## src/sar_ctrl_pkg.sv

```systemverilog
package sar_ctrl_pkg;

  // ----------------------------------------------------------------------
  // Result format, fixed words and queue depth
  // ----------------------------------------------------------------------
  localparam int ResultWidth = 16;
  localparam logic [15:0] AbortWord = 16'hFF00;
  localparam logic [15:0] ResultReset = 16'h0000;
  localparam int FifoDepth = 8;

  // ----------------------------------------------------------------------
  // Timing
  // ----------------------------------------------------------------------
  localparam int CoreClkMhz = 100;
  localparam int ConvTimeNs = 1100;
  localparam int ConvCycles = (ConvTimeNs * CoreClkMhz) / 1000;
  localparam int ConvCntWidth = 8;
  localparam logic [ConvCntWidth-1:0] ConvLast = ConvCntWidth'(ConvCycles - 1);
  localparam logic [4:0] BitCountFull = 5'h10;

  // ----------------------------------------------------------------------
  // Types
  // ----------------------------------------------------------------------
  typedef enum logic [2:0] {
    StWait = 3'b000,
    StNap = 3'b001,
    StSample = 3'b010,
    StConvert = 3'b011
  } convState_t;

  typedef struct packed {
    logic chipSelectN;
    logic conversionStartN;
    logic frameSyncIn;
    logic serialClk;
    logic powerDownIn;
  } hostPins_t;

  typedef struct packed {
    logic busy;
    logic napActive;
    logic serialDataOut;
    logic serialDataOe_n;
  } devicePins_t;

endpackage : sar_ctrl_pkg

```

## src/result_fifo.sv

```systemverilog
`timescale 1ns/1ps
module result_fifo #(
  parameter int Width = 16,
  parameter int Depth = 8
) (
  // Clock and reset
  input wire logic core_clk,
  input wire logic rst_n,
  input wire logic clear,
  // Fill side
  input wire logic inValid,
  output logic inReady,
  input wire logic [Width-1:0] inData,
  // Drain side
  output logic outValid,
  input wire logic outReady,
  output logic [Width-1:0] outData
);

  localparam int Aw = $clog2(Depth);

  logic [Width-1:0] mem [Depth];
  logic [Aw:0] wrPtr_q;
  logic [Aw:0] rdPtr_q;
  logic full;
  logic empty;

  // ----------------------------------------------------------------------
  // Pointers
  // ----------------------------------------------------------------------
  assign empty = (wrPtr_q == rdPtr_q);
  assign full = (wrPtr_q[Aw-1:0] == rdPtr_q[Aw-1:0]) && (wrPtr_q[Aw] != rdPtr_q[Aw]);
  assign inReady = !full;
  assign outValid = !empty;
  assign outData = mem[rdPtr_q[Aw-1:0]];

  always_ff @(posedge core_clk or negedge rst_n) begin
    if (!rst_n) begin
      wrPtr_q <= '0;
      rdPtr_q <= '0;
    end else if (clear) begin
      wrPtr_q <= '0;
      rdPtr_q <= '0;
    end else begin
      if (inValid && !full) begin
        wrPtr_q <= wrPtr_q + 1'b1;
      end
      if (outReady && !empty) begin
        rdPtr_q <= rdPtr_q + 1'b1;
      end
    end
  end

  always_ff @(posedge core_clk) begin
    if (inValid && !full) begin
      mem[wrPtr_q[Aw-1:0]] <= inData;
    end
  end

endmodule : result_fifo

```

## src/sar_conv_readout.sv

```systemverilog
// Operation
// - Conversion start is latched only while chip select is low.
// - Qualified start falling edge during sampling starts a conversion.
// - Start high with chip select low begins sampling from wait, nap or end.
// - Start condition present at conversion end goes straight to sampling.
// - Conversion end without start condition enters wait or nap.
// - Nap chosen when qualified start is low at conversion end.
// - Qualified start falling edge during conversion aborts it, then wait.
// - Aborted conversion reads out the fixed word FF00.
// - Reads are independent of conversion; mid-conversion reads give previous result.
// - SPI mode: MSB at chip select fall, next bits on later SCLK rises.
// - SPI mode: chip select high then low restarts the frame from MSB.
// - Frame-sync mode: MSB driven at frame sync rising edge.
// - Frame-sync mode: bits shift on SCLK rises after a fall past frame sync fall.
// - Frame-sync mode: frame sync high at busy fall reloads output with new MSB.
// - Frame-sync mode: raising frame sync again restarts the frame.
// - Conversion timed internally, finishing within 1.1 us.
// - Serial clock runs up to 40 MHz from the host; the code oversamples it at 100 MHz, needing several core cycles per phase.
// - Busy is high exactly while converting.
// - Power down high resets and powers down; low resumes.
// - Results are two's complement, 7FFF down to 8000.
`timescale 1ns/1ps
module sar_conv_readout
  import sar_ctrl_pkg::*;
#(
  parameter int FifoWidth = ResultWidth,
  parameter int FifoEntries = FifoDepth
) (
  // Clock and reset
  input wire logic core_clk,
  input wire logic rst_n,
  // Host pins
  input wire hostPins_t hostPins,
  // Device pins
  output devicePins_t devicePins,
  // Converter core result stream
  input wire logic [ResultWidth-1:0] sampleCode,
  output logic sampleTake,
  // Result stream towards the readout
  output logic resultValid,
  output logic [ResultWidth-1:0] resultWord
);

  // ----------------------------------------------------------------------
  // State
  // ----------------------------------------------------------------------
  typedef struct packed {
    hostPins_t sync1;
    hostPins_t sync2;
    logic csPrev;
    logic fsPrev;
    logic sclkPrev;
    logic convQual;
    logic convQualPrev;
    convState_t state;
    logic [ConvCntWidth-1:0] convCnt;
    logic [ResultWidth-1:0] shiftReg;
    logic [4:0] bitCnt;
    logic armed;
    logic frameActive;
    logic fsMode;
    logic sdo;
  } state_t;

  state_t s_q;
  state_t s_d;

  logic fifoInReady;
  logic fifoOutValid;
  logic fifoPop;
  logic [FifoWidth-1:0] fifoOut;
  logic convDone;
  logic [ResultWidth-1:0] convWord;
  logic convPush;
  logic pdLevel;

  // ----------------------------------------------------------------------
  // Pin edges, taken from the second synchroniser stage only
  // ----------------------------------------------------------------------
  logic csN;
  logic csFall;
  logic csRise;
  logic fsRise;
  logic fsFall;
  logic sclkRise;
  logic sclkFall;
  logic qualFall;
  logic busyFall;

  assign csN = s_q.sync2.chipSelectN;
  assign csFall = s_q.csPrev && !csN;
  assign csRise = !s_q.csPrev && csN;
  assign fsRise = !s_q.fsPrev && s_q.sync2.frameSyncIn;
  assign fsFall = s_q.fsPrev && !s_q.sync2.frameSyncIn;
  // The serial clock is oversampled, so each of its phases must span several core cycles.
  assign sclkRise = !s_q.sclkPrev && s_q.sync2.serialClk;
  assign sclkFall = s_q.sclkPrev && !s_q.sync2.serialClk;
  assign qualFall = s_q.convQualPrev && !s_q.convQual;
  assign pdLevel = s_q.sync2.powerDownIn;
  assign convDone = (s_q.state == StConvert) && (s_q.convCnt == ConvLast);
  assign busyFall = convDone || ((s_q.state == StConvert) && qualFall);

  // Aborts push the fixed word so a later read sees it in place of a result.
  assign convWord = qualFall ? AbortWord : sampleCode;
  assign convPush = busyFall;
  assign sampleTake = convPush && fifoInReady;

  // The queue decouples conversion from reading; a stalled reader backs up
  // conversions into it, and a full queue refuses the newest word.
  result_fifo #(
    .Width(FifoWidth),
    .Depth(FifoEntries)
  ) u_fifo (
    .core_clk(core_clk),
    .rst_n(rst_n),
    .clear(pdLevel),
    .inValid(convPush),
    .inReady(fifoInReady),
    .inData(convWord),
    .outValid(fifoOutValid),
    .outReady(fifoPop),
    .outData(fifoOut)
  );

  assign resultValid = fifoOutValid;
  assign resultWord = fifoOut;

  // ----------------------------------------------------------------------
  // Next state
  // ----------------------------------------------------------------------
  logic frameStart;

  always_comb begin
    s_d = s_q;
    fifoPop = 1'b0;
    frameStart = 1'b0;
    s_d.sync1 = hostPins;
    s_d.sync2 = s_q.sync1;
    s_d.csPrev = csN;
    s_d.fsPrev = s_q.sync2.frameSyncIn;
    s_d.sclkPrev = s_q.sync2.serialClk;
    s_d.convQualPrev = s_q.convQual;
    if (!csN) begin
      s_d.convQual = s_q.sync2.conversionStartN;
    end

    unique case (s_q.state)
      StWait, StNap: begin
        if (s_q.sync2.conversionStartN && !csN) begin
          s_d.state = StSample;
        end
      end
      StSample: begin
        if (qualFall) begin
          s_d.state = StConvert;
          s_d.convCnt = '0;
        end
      end
      StConvert: begin
        s_d.convCnt = s_q.convCnt + 1'b1;
        if (qualFall) begin
          s_d.state = StWait;
        end else if (convDone) begin
          if (s_q.sync2.conversionStartN && !csN) begin
            s_d.state = StSample;
          end else if (!s_q.convQual) begin
            s_d.state = StNap;
          end else begin
            s_d.state = StWait;
          end
        end
      end
      default: s_d.state = StWait;
    endcase

    // Read port: outside a frame the queue drains into the shift register one word a cycle, else the held word stays.
    if (fifoOutValid && !s_q.frameActive) begin
      s_d.shiftReg = fifoOut;
      fifoPop = 1'b1;
    end
    if (csRise) begin
      s_d.frameActive = 1'b0;
    end
    if (!s_q.sync2.frameSyncIn || s_q.fsMode) begin
      s_d.fsMode = !s_q.sync2.frameSyncIn || (s_q.fsMode && !csFall);
    end
    if (csFall && s_q.sync2.frameSyncIn) begin
      frameStart = 1'b1;
      s_d.fsMode = 1'b0;
    end
    if (fsRise && !csN) begin
      frameStart = 1'b1;
      s_d.fsMode = 1'b1;
    end
    if (frameStart) begin
      s_d.frameActive = 1'b1;
      s_d.armed = 1'b0;
      s_d.bitCnt = 5'h1;
      s_d.sdo = s_d.shiftReg[ResultWidth-1];
    end else if (s_q.frameActive) begin
      if (sclkFall && (!s_q.fsMode || !s_q.sync2.frameSyncIn)) begin
        s_d.armed = 1'b1;
      end
      if (sclkRise && s_q.armed && (s_q.bitCnt < BitCountFull)) begin
        s_d.sdo = s_q.shiftReg[ResultWidth-1-int'(s_q.bitCnt[3:0])];
        s_d.bitCnt = s_q.bitCnt + 1'b1;
      end
    end
    // Busy falling with frame sync high in frame-sync mode shows the fresh result's MSB.
    if (busyFall && s_q.sync2.frameSyncIn && s_q.fsMode) begin
      s_d.shiftReg = convWord;
      s_d.sdo = convWord[ResultWidth-1];
      s_d.bitCnt = 5'h1;
      s_d.armed = 1'b0;
      fifoPop = 1'b0;
    end

    if (pdLevel) begin
      s_d.state = StWait;
      s_d.convCnt = '0;
      s_d.frameActive = 1'b0;
      s_d.shiftReg = ResultReset;
      s_d.bitCnt = '0;
      s_d.sdo = 1'b0;
      fifoPop = 1'b0;
    end
  end

  always_ff @(posedge core_clk or negedge rst_n) begin
    if (!rst_n) begin
      s_q <= '{
        sync1: '{chipSelectN: 1'b1, conversionStartN: 1'b1, frameSyncIn: 1'b1,
                 serialClk: 1'b0, powerDownIn: 1'b0},
        sync2: '{chipSelectN: 1'b1, conversionStartN: 1'b1, frameSyncIn: 1'b1,
                 serialClk: 1'b0, powerDownIn: 1'b0},
        csPrev: 1'b1,
        fsPrev: 1'b1,
        sclkPrev: 1'b0,
        convQual: 1'b1,
        convQualPrev: 1'b1,
        state: StWait,
        convCnt: '0,
        shiftReg: ResultReset,
        bitCnt: '0,
        armed: 1'b0,
        frameActive: 1'b0,
        fsMode: 1'b0,
        sdo: 1'b0
      };
    end else begin
      s_q <= s_d;
    end
  end

  // ----------------------------------------------------------------------
  // Outputs
  // ----------------------------------------------------------------------
  assign devicePins.busy = (s_q.state == StConvert);
  assign devicePins.napActive = (s_q.state == StNap);
  assign devicePins.serialDataOut = s_q.sdo;
  // Power down also floats the pin, as does a high chip select.
  assign devicePins.serialDataOe_n = csN || pdLevel;

  // ----------------------------------------------------------------------
  // Checks
  // ----------------------------------------------------------------------
  a_busy_conv: assert property (@(posedge core_clk) disable iff (!rst_n)
    $rose(devicePins.busy) |-> ($past(s_q.state) == StSample) && $past(qualFall))
    else $error("busy rose without a start edge");

  a_conv_bound: assert property (@(posedge core_clk) disable iff (!rst_n)
    (s_q.state == StConvert && s_q.convCnt == '0) |-> ##[1:110] (s_q.state != StConvert))
    else $error("conversion overran its time");

  a_start_conv: assert property (@(posedge core_clk) disable iff (!rst_n)
    (s_q.state == StSample && qualFall && !pdLevel) |=> (s_q.state == StConvert))
    else $error("start edge did not begin conversion");

  a_abort_wait: assert property (@(posedge core_clk) disable iff (!rst_n)
    (s_q.state == StConvert && qualFall && !pdLevel) |=> (s_q.state == StWait))
    else $error("abort did not enter wait");

  a_abort_word: assert property (@(posedge core_clk) disable iff (!rst_n)
    (s_q.state == StConvert && qualFall) |-> (convWord == AbortWord))
    else $error("abort word wrong");

  a_qual_hold: assert property (@(posedge core_clk) disable iff (!rst_n)
    csN |=> $stable(s_q.convQual))
    else $error("qualified start moved with chip select high");

  a_nap_entry: assert property (@(posedge core_clk) disable iff (!rst_n)
    (convDone && !qualFall && !s_q.convQual && !pdLevel
     && !(s_q.sync2.conversionStartN && !csN)) |=> (s_q.state == StNap))
    else $error("nap not entered");

  a_sdo_float: assert property (@(posedge core_clk) disable iff (!rst_n)
    csN |-> devicePins.serialDataOe_n)
    else $error("data driven with chip select high");

  a_spi_msb: assert property (@(posedge core_clk) disable iff (!rst_n)
    (csFall && s_q.sync2.frameSyncIn && !busyFall && !pdLevel)
    |=> (s_q.sdo == s_q.shiftReg[ResultWidth-1]))
    else $error("MSB not shown at frame start");

  a_bit_limit: assert property (@(posedge core_clk) disable iff (!rst_n)
    s_q.bitCnt <= BitCountFull)
    else $error("more than sixteen bits shifted");

  a_qual_follow: assert property (@(posedge core_clk) disable iff (!rst_n)
    !csN |=> (s_q.convQual == $past(s_q.sync2.conversionStartN)))
    else $error("qualified start did not follow the pin");

  a_nap_wake: assert property (@(posedge core_clk) disable iff (!rst_n)
    ((s_q.state == StWait || s_q.state == StNap) && s_q.sync2.conversionStartN
     && !csN && !pdLevel) |=> (s_q.state == StSample))
    else $error("sample start ignored");

  a_back_to_back: assert property (@(posedge core_clk) disable iff (!rst_n)
    (convDone && !qualFall && !pdLevel && s_q.sync2.conversionStartN && !csN)
    |=> (s_q.state == StSample))
    else $error("no direct sampling after conversion");

  a_frame_restart: assert property (@(posedge core_clk) disable iff (!rst_n)
    (csFall && s_q.sync2.frameSyncIn && !pdLevel) |=> s_q.frameActive && (s_q.bitCnt == 5'h1))
    else $error("chip select frame did not restart");

  a_fs_msb: assert property (@(posedge core_clk) disable iff (!rst_n)
    (fsRise && !csN && !pdLevel) |=> (s_q.sdo == s_q.shiftReg[ResultWidth-1]))
    else $error("MSB not shown at frame sync rise");

  a_reload_msb: assert property (@(posedge core_clk) disable iff (!rst_n)
    (busyFall && s_q.sync2.frameSyncIn && s_q.fsMode && !pdLevel)
    |=> (s_q.shiftReg == $past(convWord)) && (s_q.sdo == s_q.shiftReg[ResultWidth-1]))
    else $error("fresh result not reloaded");

  a_pd_reset: assert property (@(posedge core_clk) disable iff (!rst_n)
    pdLevel |=> (s_q.state == StWait) && !s_q.frameActive && !s_q.sdo)
    else $error("power down did not reset");

endmodule : sar_conv_readout

```

## config.mk

```make
export PLATFORM = sky130hd
export DESIGN_NAME = sar_conv_readout
export DESIGN_NICKNAME = d
export VERILOG_FILES = /design/src/sar_ctrl_pkg.sv /design/src/result_fifo.sv /design/src/sar_conv_readout.sv
export SDC_FILE = /design/constraint.sdc
export NUM_CORES = 1
export LEC_CHECK = 0
export BUFFER_PORTS_ARGS = -buffer_cell sky130_fd_sc_hd__buf_2
export CAP_MARGIN = 5
export CORE_MARGIN = 10
export CORE_UTILIZATION = 30
export CTS_CLUSTER_DIAMETER = 200
export DETAILED_ROUTE_END_ITERATION = 10
export GPL_TIMING_DRIVEN = 1
export HOLD_SLACK_MARGIN = 0.05
export PLACE_DENSITY = 0.43
export REMOVE_ABC_BUFFERS = 1
export SLEW_MARGIN = 30
export SYNTH_ARGS = -nofsm -noshare
export SYNTH_HDL_FRONTEND = slang
export SYNTH_SLANG_ARGS = --single-unit
```

## constraint.sdc

```tcl
create_clock -name core_clk -period 9.05 [get_ports core_clk]
set_input_delay 1.3575 -clock core_clk [delete_from_list [all_inputs] [get_ports core_clk]]
set_output_delay 1.3575 -clock core_clk [all_outputs]
set_load 0.02 [all_outputs]
```

=== Word level (Yosys, flattened, before mapping) ===
Memories as Yosys holds them, arrays and structs flattened.
Cells that the tools add are included.

* Bits in registers: 59
* RAM bits: 128
* Input bits: 23
* Output and inout port bits: 22
* Word-level logic and storage cells: 139
* Memories kept: 1

* $add $sub $neg: 5
* Magnitude comparators: 2
* Equality and inequality tests: 10
* Multiplexer cells: 41
* Reductions and logical operators: 54

{| class="wikitable"
|+ Memory list
! name !! depth !! bits a word !! read ports !! clocked after Yosys merged registers in !! write ports !! line !! RTL
|-
| u_fifo.mem || 8 || 16 || 1 || 0 || 1 || result_fifo.sv:22 || <nowiki>logic [Width-1:0] mem [Depth];</nowiki>
|}

{| class="wikitable"
|+ Operators with widths
! operator !! count
|-
| $mux W16 || 2
|-
| $mux W32 || 1
|-
| $mux W1 || 22
|-
| $mux W22 || 1
|-
| $logic_and A1 B1 Y1 || 21
|-
| $reduce_bool A3 Y1 || 6
|-
| $mux W4 || 4
|-
| $pmux W8 S2 || 1
|-
| $logic_not A1 Y1 || 12
|-
| $mux W3 || 4
|-
| $mux W6 || 2
|-
| $mux W11 || 1
|-
| $pmux W3 S3 || 1
|-
| $add A4 B1 Y4 const B || 2
|-
| $add A8 B1 Y8 const B || 1
|-
| $eq A8 B7 Y1 const B || 1
|-
| $reduce_bool A4 Y1 || 2
|-
| $eq A3 B2 Y1 const B || 2
|-
| $lt A5 B6 Y1 const B || 1
|-
| $ne A3 B3 Y1 const B || 2
|-
| $reduce_and A2 Y1 || 3
|-
| $add A5 B1 Y5 const B || 1
|-
| $logic_or A1 B1 Y1 || 5
|-
| $lt A5 B5 Y1 const B || 1
|-
| other kinds (12) || 13
|}

=== Logic depth before layout (Yosys ltp) ===
Gate-level depths: netlist of the first run.

* Depth after elaboration: 11
* Mapped depth: 8
* Depth with buffers taken out: 7

=== By module ===
Synthesis of the first run repeated with hierarchy kept, for this count alone.

* Cell total of the unflattened synthesis: 501
* Area, all modules: 8081.5 um2

{| class="wikitable"
|+ Modules (own cells, without submodules)
! module !! instances !! cells an instance !! area each (um2) !! sequential area each (um2)
|-
| result_fifo || 1 || 266 || 5521.5 || 4043.9
|-
| sar_conv_readout || 1 || 235 || 2560.0 || 1263.7
|}

=== Worst setup path after synthesis of the first run ===
Ideal clock, no wire load.

* Kind: flip-flop to flip-flop
* Start: reg s_q[26] in the netlist's numbering
* End: mem u_fifo.mem[0][0] (enable)
* Setup time: 0.409 ns
* Arrival: 2.656 ns
* Required time: 8.641 ns
* Path slack: 5.984 ns
* Cell stages (with the launch flop): 8
* Buffers on the path: 0
* Clock period less this slack: 3.066 ns
* Cell sequence: dfrtp_1 -> inv_1 -> ha_1 -> inv_1 -> o41ai_4 -> nand3_1 -> or2_1 -> nor3_1

* Longest elaborated chain between the ends: 6

{| class="wikitable"
|+ RTL lines
! item !! line !! RTL
|-
| from (decl) || sar_conv_readout.sv:65 || <nowiki>state_t s_q;</nowiki>
|-
| from (signal assigned) || sar_conv_readout.sv:231 || <nowiki>s_q <= '{</nowiki>
|-
| $eq A8 B7 Y1 || sar_conv_readout.sv:100 || <nowiki>assign convDone = (s_q.state == StConvert) && (s_q.convCnt == ConvLast);</nowiki>
|-
| $logic_and A1 B1 Y1 || sar_conv_readout.sv:100 ||
|-
| $logic_or A1 B1 Y1 || sar_conv_readout.sv:101 || <nowiki>assign busyFall = convDone || ((s_q.state == StConvert) && qualFall);</nowiki>
|-
| $logic_and A1 B1 Y1 || result_fifo.sv:55 || <nowiki>if (inValid && !full) begin</nowiki>
|-
| $mux W1 || result_fifo.sv:55 ||
|-
| $mux W1 (not written as such) || result_fifo.sv:56 || <nowiki>mem[wrPtr_q[Aw-1:0]] <= inData;</nowiki>
|-
| to (decl) || result_fifo.sv:22 ||
|}

Every way passes these cells.

=== Worst setup path after layout of the first run ===
* Start: reg u_fifo.rdPtr_q[0]
* End: out resultWord[12]

* Longest elaborated chain between the ends: 1

{| class="wikitable"
|+ RTL lines
! item !! line !! RTL
|-
| from (decl) || result_fifo.sv:24 || <nowiki>logic [Aw:0] rdPtr_q;</nowiki>
|-
| from (signal assigned) || result_fifo.sv:49 || <nowiki>rdPtr_q <= rdPtr_q + 1'b1;</nowiki>
|-
| $mem_v2 Z8 W16 || - ||
|-
| to (decl) || sar_conv_readout.sv:41 || <nowiki>output logic [ResultWidth-1:0] resultWord</nowiki>
|}

Every way passes these cells.

==> results of run 1 <==
[sequential cells by signal (all words and copies together) (netlist names)]
signal and cells:
u_fifo.rdPtr_q 4, s_d 8, devicePins 1, csN 1
u_fifo.wrPtr_q 4, pdLevel 1, u_fifo.mem 128, s_q 39
[power groups by stage]
stage               sequential, mW  combinational [mW]  clock [mW]
global route                 0.937              0.0810       0.811
CTS                          0.936              0.0745       0.772
finish                       0.936              0.0725       0.750
global placement             0.954              0.0724           0
detailed placement           0.954              0.0744           0
floorplan                    0.951              0.0419           0
[Yosys cell counts, drive strengths merged (2+ instances only)]
cell type / n
clkbuf: 12
nor2b: 5
nor3: 7
dfstp: 10
xor2: 6
or2: 2
mux2: 17
inv: 6
a31oi: 2
and2: 10
nand3: 3
o211ai: 4
o22ai: 15
nand4: 7
mux2i: 21
a21oi: 5
a41oi: 2
nand3b: 2
nor2: 20
ha: 5
edfxtp: 128
and3: 4
nand2: 17
buf: 14
o21ai: 18
a21boi: 2
xnor2: 6
nand2b: 29
mux4: 36
dfrtp: 48
[per-layer routing]
metal | global-route usage (%) | up-vias
li1 | - | 1969
met1 | 15.5 | 2283
met2 | 19.3 | 85
met3 | 2.58 | 12
met4 | 3.65 | 0
met5 | 0 | -
[worst paths after layout]
kind	to	from	cells after the start
worst max-delay path	resultWord[12]	u_fifo.rdPtr_q[0]$_DFFE_PN0P_	3
min in group asynchronous	s_q[28]$_DFFE_PN0P_	rst_n	2
worst max register to register	u_fifo.wrPtr_q[3]$_DFFE_PN0P_	u_fifo.rdPtr_q[0]$_DFFE_PN0P_	6
worst min register to register	s_d[39]$_DFF_PN1_	s_d[43]$_DFF_PN1_	0
worst min-delay path	s_d[39]$_DFF_PN1_	s_d[43]$_DFF_PN1_	0
max in group asynchronous	u_fifo.rdPtr_q[0]$_DFFE_PN0P_	rst_n	2
[worst register-to-register path: stages, from the launching register on]
cell and delay (ns):
dfrtp_4 0.89, xnor2_1 0.24, nand4b_1 0.19, nand4_1 0.25, nor2_2 0.65, buf_4 0.37
mux2_1 0.35
[cell families (layout without fill, tap and decap cells)]
group	after synthesis	in the layout	share of synthesized area (%)
buffers and inverters	32	97	2.11
multiplexers	74	74	16.6
XOR/XNOR	12	12	1.32
flip-flops	186	186	66.7
adder cells (fa/ha/maj)	5	5	0.786
AND/OR/NAND/NOR	110	110	7.59
AO/OA/AOI/OAI	56	56	4.87
[final cells by class]
type,instances,area (sq um),area share (%)
Sequential cell,186,5310,57.8
Multi-Input combinational cell,257,2500,27.3
Clock buffer,18,429,4.67
Tap cell,335,419,4.56
Timing Repair Buffer,59,333,3.62
Clock inverter,14,170,1.85
Inverter,6,22.5,0.245
[stage by stage]
step           total power [mW]  setup WS, ns  hold slack [ns]  instance area (sq um)  cells
2_1_floorplan             0.993          5.31            0.331                   7820    449
3_3_place_gp               1.03          5.38            0.340                   8590    843
3_5_place_dp               1.03          5.67            0.347                   8590    843
4_1_cts                    1.78          5.18            0.359                   9190    875
5_1_grt                    1.83          5.10            0.365                   9190    875
6_report                   1.76          5.22            0.356                   9190    875
==> impl_results.md, run 1 <==
- CP top delay family: multiplexers
- Clock transition at the registers of the reported paths: 0.08 ns
- Sequential share of power: 53.2%
- Crit Path Class: flip-flop to output port
- TritonRoute pass-1 iters: 4
- First-pass GRT wire length: 29500 um
- Clk root buf: clkbuf_16
- Met3 WL: 709 um
- HPWL Detailed: 11100 um
- Tmin final: 3.83 ns
- Post-synthesis register bit count: 186
- # setup viols final: 0
- Fill cell count: roughly 2500
- Post-CTS Setup Bufs: 0
- Wire length on met1: 8950 um
- Global route overflow: 0
- Data arrival, critical path: 2.48 ns
- Initial antenna violation count: 0
- Yosys warnings: 0
- Max layer used: met4
- Port Buffers: 44
- Gpl congestion: 0.719
- Post-synth top area cell: edfxtp_1
- DRC Markers: 0
- Worst Path Buf+Inv: 1
- Internal power: 1.33 mW
- Clk network pwr share: 42.6%
- Largest net degree at the start of global routing: between 50 and 60
- CTS resizes: 0
- Final net count: 555
- Sw power: ~0.43 mW
- Vias in the first global route: between 4000 and 5000
- Site Rows: 59
- Most frequent cells in the layout: edfxtp_1, dfrtp_1, buf_2, mux4_1, nand2b_1
- Async S/R FF share, synth: 31.2%
- Yosys top cell area share: between 40% and 50%
- Number of clock sinks: roughly 190
- Met2 WL: between 9000 and 10000 um
- Drt total wl: 19500 um
- Unrepaired setup endpoints after global routing: false
- Worst setup SP type: flip-flop
- Synthesized cell area: 7960 sq um
- FF-to-FF setup slack: 5.99 ns
- Die Area: between 30000 and 40000 sq um
- Layout cells sized above 1: between 20% and 30%
- Area Growth Syn to Fin: 15.5%
- Clk buf depth: 2
- CP peak stage delay: 0.89 ns
- GRT Util Overall: around an eighth
- Crit path required time: 7.69 ns
- Die height: 183 um
- CTS Hold Buffers Added: 0
- Die Span X: about 180 um
- Number of flops mapped to enable cells by yosys: 128
- H-tree depth: 4
- Register area share after synthesis: 66.7%
- Fin crit share: 42.4%
- Leak: 3.25 nW
- Total of max-cap violations: 0
- Main synth FF type: edfxtp_1
- Critical path endpoint category: output port
- Worst slew margin: 43.9%
- Core area: 26100 sq um
- Crit path max fanout: 36
- Vias/cell: 4.97
- Initial DRC Count: 301
- Switch share: roughly a quarter
- Area contributors post-synth: edfxtp_1, dfrtp_1, mux4_1, dfstp_2, mux2i_1
- Count of cell types in the netlist: 50
- Initial core utilization: 30.5%
- Pwr dens: 191 nW/um^2
- Commonest non-fill, non-tap cell in the layout: edfxtp_1
- Via count: 4349
- Fin. Hold Viols: 0
- Worst Skew: 0.0203 ns
- Final ANT Viol Nets: 0
- Mapped Cells: 475
- CTS Buf Count: 17
- Setup tns final: 0 ns
- Worst min path class: flip-flop to flip-flop
- Max-slew violations: 0
- Skew-Pair Late Insertion Delay: approximately 0.44 ns
- Final core occ: between 30% and 40%
- Mean cell area of the mapped netlist: about 17 sq um
- Diodes inserted: 0
- F_max: roughly 260 MHz
- CP Cell Sequence: mux4_1, mux2_2, buf_2
- Slew @ Worst Pin: 0.841 ns
- Worst VDD drop: a little over 0.0001 V
- Slowest cell on the critical path: dfrtp_4
- CTS tree: yes
- Comb power frac: 4.1%
- Wire length per cell: 22.3 um
- Status: complete, no violations
- # IOs: 45
No activity file was read; power rests on OpenSTA's default activity.
==> inputs of run 2 (changes only) <==
- clock period: 9.05 -> 3.9 ns (I/O delays scaled with it)
==> run 2 against run 1 <==
  * Wire length fell by 6.2%
  * Total power rose by 130%
  * Final cell count rose by 0.23%
  * Via count fell by 0.57%
  * Largest cell class unchanged
  * Highest routed layer unchanged
==> impl_results.md, run 2 (synthesized netlist as in run 1, its figures left out) <==
- CP Cell Sequence: buf_4, mux4_1, mux2_2, buf_2
- Vias/cell: 4.93 (-0.80%)
- Vias in the first global route: 4528 (-0.90%)
- Critical path endpoint category: output port
- Clk buf depth: 2 (unchanged)
- # IOs: 45 (unchanged)
- Worst VDD drop: 0.000293 V (+190%)
- Cell area after layout: 9220 sq um (+0.33%)
- Pwr dens: 440 nW/um^2 (+130%)
- CP top delay family: flip-flops
- Initial DRC Count: 309 (+2.7%)
- Crit path max fanout: 12 (-67%)
- TritonRoute pass-1 iters: 4 (unchanged)
- Area Growth Syn to Fin: 15.8%
- CP peak stage delay: 0.82 ns (-0.07 ns)
- Tmin final: 2.94 ns
- Crit path required time: 3.31 ns (-4.38 ns)
- Final core occ: 35.4% (+0.12 points)
- CTS Buf Count: 17 (unchanged)
- HPWL Detailed: 11300 um (+2.3%)
- Clk root buf: clkbuf_16
- Overall Power: 4.05 mW (+130%)
- Worst slew margin: 48.9% (+5.0 points)
- Fill cell count: 2458 (-1.0%)
- Clock transition at the registers of the reported paths: 0.07 ns (about the same)
- Worst Skew: 0.0160 ns (-0.00428 ns)
- CTS tree: yes
- Fin. Hold Viols: 0 (unchanged)
- Diodes inserted: 0 (unchanged)
- Total of max-cap violations: 0 (unchanged)
- Core area: 26100 sq um (unchanged)
- Reg area: 5310 sq um (about the same)
- CTS Hold Buffers Added: 0 (unchanged)
- GRT Util Overall: 11.2% (-0.65 points)
- Slew @ Worst Pin: 0.766 ns (-0.0751 ns)
- CTS resizes: 0 (unchanged)
- Post-CTS Setup Bufs: 0 (unchanged)
- Leak: 3.26 nW (+0.43%)
- Die height: 183 um (unchanged)
- Unrepaired setup endpoints after global routing: false
- PnR worst setup slack: 0.959 ns (-4.26 ns)
- Wire length per cell: 20.9 um (-6.4%)
- First-pass GRT wire length: 28400 um (-3.7%)
- Slowest cell on the critical path: dfrtp_1
- Largest net degree at the start of global routing: 41 (-31%)
- Status: complete, no violations
- Number of clock sinks: 186 (unchanged)
- Fin cells: 877 (+0.23%)
- Placed cell count: 845 (+0.24%)
- FF-to-FF Start: u_fifo.rdPtr_q[2]$_DFFE_PN0P_
- Max-slew violations: 0 (unchanged)
- Crit Path Class: flip-flop to output port
- Die Area: 33400 sq um (unchanged)
- Port Buffers: 44 (unchanged)
- Max reg flops: 128 (unchanged)
- Layout cells sized above 1: 25.1% (+0.092 points)
- Crit path launch: u_fifo.rdPtr_q[2]$_DFFE_PN0P_
- Final ANT Viol Nets: 0 (unchanged)
- Worst setup SP type: flip-flop
- Data arrival, critical path: 2.36 ns (-0.12 ns)
- Most frequent cells in the layout: edfxtp_1, dfrtp_1, buf_2, mux4_1, nand2b_1
- Commonest non-fill, non-tap cell in the layout: edfxtp_1
- Final net count: 557 (+0.36%)
- Initial antenna violation count: 0 (unchanged)
- Site Rows: 59 (unchanged)
- Worst Path Buf+Inv: 2 (+1)
- DRC Markers: 0 (unchanged)
- Drt total wl: 18300 um (-6.2%)
- Via count: 4324 (-0.57%)
- Place WS: 1.38 ns (-4.28 ns)
- H-tree depth: 4 (unchanged)
- Placed inst area: 8630 sq um (+0.44%)
- # setup viols final: 0 (unchanged)
- Die Span X: 183 um (unchanged)
- Fin crit share: 75.4%
- Global route overflow: 0 (unchanged)
- Skew-Pair Late Insertion Delay: 0.44 ns (about the same)
- Worst min path class: primary input to async pin
- Area of the multi-input gates: 2500 sq um (unchanged)
- Worst hold slack: 0.230 ns (-0.125 ns)
- Initial core utilization: 30.5% (unchanged)
- F_max: between 300 and 400 MHz
- Setup tns final: 0 ns (unchanged)
- Gpl congestion: 0.736 (+2.4%)
-- run 2: cell types whose count changed in the layout (fill, tap and decap cells not counted), moves of 2 or more --
cell,before,now
buf_12,0,2
clkinv_4,2,4
clkinv_8,5,3
inv_8,4,2
-- run 2: area by class of cell --
cell class | count | share of cell area, %
Clock buffer | 18 | 4.65
Clock inverter | 14 | 1.76
Inverter | 6 | 0.244
Multi-Input combinational cell | 257 | 27.2
Sequential cell | 186 | 57.6
Tap cell | 335 | 4.55
Timing Repair Buffer | 61 | 4.04
-- run 2: path summary, 6_finish.rpt --
check	end	slack, ns	cells past startpoint
hold / removal	s_q[31]$_DFFE_PN0P_	0.23	1
setup / recovery	resultWord[15]	0.96	4
setup reg to reg	u_fifo.mem[6][9]$_DFFE_PP_	1.38	6
max in group asynchronous	s_d[39]$_DFF_PN1_	2.77	2
hold reg to reg	pdLevel$_DFF_PN0_	0.35	0
min in group core_clk	s_d[43]$_DFF_PN1_	0.26	1
-- run 2: power breakdown --
group          switching (mW)  internal, mW
Clock                   0.806         0.910
Combinational           0.112        0.0626
Sequential             0.0160          2.15
Total                   0.934          3.12
-- run 2: per-layer routing --
layer  up-vias  GRT usage [%]  wire length, um
met4         0           2.81              143
met5         -              0                0
li1       1971              -                -
met1      2254           15.0             8650
met2        89           17.7             8730
met3        10           3.01              781
==> inputs of run 3 (changes only) <==
- clock period: 3.9 -> 3 ns (I/O delays scaled with it)
==> run 3 against run 2 <==
  * Via count is 1.3% higher
  * Combinational power increased by 29%
  * Critical path depth did not move
  * Register-to-register slack got worse by 0.71 ns
  * Flip-flop and latch count stayed put
  * First-iteration DRC count down 9.7%
  * Clock skew shrank 0.0022 ns
  * Sequential share of layout area down 0.73 points
  * Largest cell class unchanged
  * Largest power group unchanged
==> impl_results.md, run 3 (synthesized netlist as in run 1, its figures left out) <==
- Largest net degree at the start of global routing: 33 (-20%)
- Vias in the first global route: 4622 (+2.1%)
- Fin cells: 888 (+1.3%)
- CP top delay family: multiplexers
- Most frequent cells in the layout: edfxtp_1, dfrtp_1, buf_2, mux4_1, nand2b_1
- Area Growth Syn to Fin: 17.3%
- CTS resizes: 0 (unchanged)
- H-tree depth: 4 (unchanged)
- Crit Path Class: flip-flop to output port
- Global route overflow: 0 (unchanged)
- CTS Hold Buffers Added: 0 (unchanged)
- CTS Buf Count: 17 (unchanged)
- Overall Power: 5.34 mW (+32%)
- Commonest non-fill, non-tap cell in the layout: edfxtp_1
- Worst setup SP type: flip-flop
- Diodes inserted: 0 (unchanged)
- Worst min path class: primary input to async pin
- Skew-Pair Late Insertion Delay: 0.44 ns (about the same)
- Pwr dens: 572 nW/um^2 (+30%)
- Fin crit share: between 90% and 100%
- Setup tns final: 0 ns (unchanged)
- Final net count: 569 (+2.2%)
- Via count: 4382 (+1.3%)
- Worst Path Buf+Inv: 2 (unchanged)
- Die height: 183 um (unchanged)
- TritonRoute pass-1 iters: 4 (unchanged)
- Max layer used: met4
- Data arrival, critical path: 2.32 ns (-0.04 ns)
- Total of max-cap violations: 0 (unchanged)
- # setup viols final: 0 (unchanged)
- Tmin final: 2.77 ns
- Worst Skew: 0.0139 ns (-0.00219 ns)
- Post-CTS Setup Bufs: 0 (unchanged)
- Critical path endpoint category: output port
- HPWL Detailed: 12600 um (+11%)
- Die Span X: 183 um (unchanged)
- CP Cell Sequence: buf_12, mux4_1, mux2_2, buf_2
- Final core occ: 35.8% (+0.46 points)
- Clk root buf: clkbuf_16
- Crit path max fanout: 15 (+3)
- Initial antenna violation count: 0 (unchanged)
- Worst hold slack: 0.0731 ns (-0.157 ns)
- Vias/cell: 4.93 (about the same)
- GRT Util Overall: 11.7% (+0.47 points)
- Initial core utilization: 30.5% (unchanged)
- Fill cell count: 2475 (+0.69%)
- Max reg flops: 128 (unchanged)
- Worst VDD drop: 0.000344 V (+18%)
- Slowest cell on the critical path: dfrtp_2
- Reg area: 5310 sq um (unchanged)
- Die Area: 33400 sq um (unchanged)
- Clock transition at the registers of the reported paths: 0.07 ns (about the same)
- Placed cell count: 857 (+1.4%)
- Clk buf depth: 2 (unchanged)
- Port Buffers: 44 (unchanged)
- Core area: 26100 sq um (unchanged)
- CTS tree: yes
- Gpl congestion: 0.753 (+2.3%)
- Max-slew violations: 0 (unchanged)
- First-pass GRT wire length: 29300 um (+3.3%)
- Unrepaired setup endpoints after global routing: false
- Area of the multi-input gates: 2500 sq um (unchanged)
- Leak: 3.33 nW (+2.2%)
- Layout cells sized above 1: 26.9% (+1.9 points)
- Fin. Hold Viols: 0 (unchanged)
- Status: complete, no violations
- Slew @ Worst Pin: 0.833 ns (+0.0671 ns)
- Crit path required time: 2.55 ns (-0.76 ns)
- DRC Markers: 0 (unchanged)
- Wire length on met1: 8980 um (+3.8%)
- Initial DRC Count: 279 (-9.7%)
- Number of clock sinks: 186 (unchanged)
- Final ANT Viol Nets: 0 (unchanged)
- F_max: 361 MHz
- Met2 WL: 9150 um (+4.8%)
- CP peak stage delay: 0.62 ns (-0.20 ns)
- Met3 WL: 692 um (-11%)
- Wire length per cell: 21.4 um (+2.5%)
- Worst slew margin: 44.4% (-4.5 points)
- Site Rows: 59 (unchanged)
- Drt total wl: 19000 um (+3.8%)
- # IOs: 45 (unchanged)
run 3: stage by stage:
stage / instance area, sq um / worst slack, ns
floorplan: 7820 / -0.742
global placement: 8730 / 0.568
detailed placement: 8730 / 0.554
CTS: 9340 / 0.169
global route: 9340 / 0.118
finish: 9340 / 0.230
run 3: final timing paths:
path,from,endpoint,slack [ns],depth (start not counted)
worst max register to register,s_q[26]$_DFFE_PN0P_,u_fifo.mem[0][2]$_DFFE_PP_,0.67,8
worst max-delay path,u_fifo.rdPtr_q[0]$_DFFE_PN0P_,resultWord[15],0.23,4
min in group core_clk,hostPins[4],s_d[45]$_DFF_PN1_,0.11,1
max in group asynchronous,rst_n,s_q[36]$_DFF_PN1_,2.20,2
worst min register to register,s_d[43]$_DFF_PN1_,s_d[39]$_DFF_PN1_,0.36,0
worst min-delay path,rst_n,s_q[31]$_DFFE_PN0P_,0.07,1
run 3: power breakdown:
part           switching, mW  leakage (nW)  internal [mW]  total (mW)
combinational          0.141          1.14         0.0856       0.226
sequential            0.0300          1.90           2.79        2.82
clock                   1.09         0.292           1.20        2.29
total                   1.26          3.33           4.07        5.34
run 3: metal layers:
layer	up-vias	global-route usage, %
li1	1995	-
met1	2290	15.7
met2	85	18.6
met3	12	2.64
met4	0	3.23
met5	-	0
run 3: cell type report:
cell class                 count  share of cell area [%]
clock buffer                  17                    4.56
clock inverter                14                    1.96
inverter                       6                   0.241
multi-input combinational    257                    26.8
sequential                   186                    56.8
tap                          335                    4.49
timing repair buffer          73                    5.09
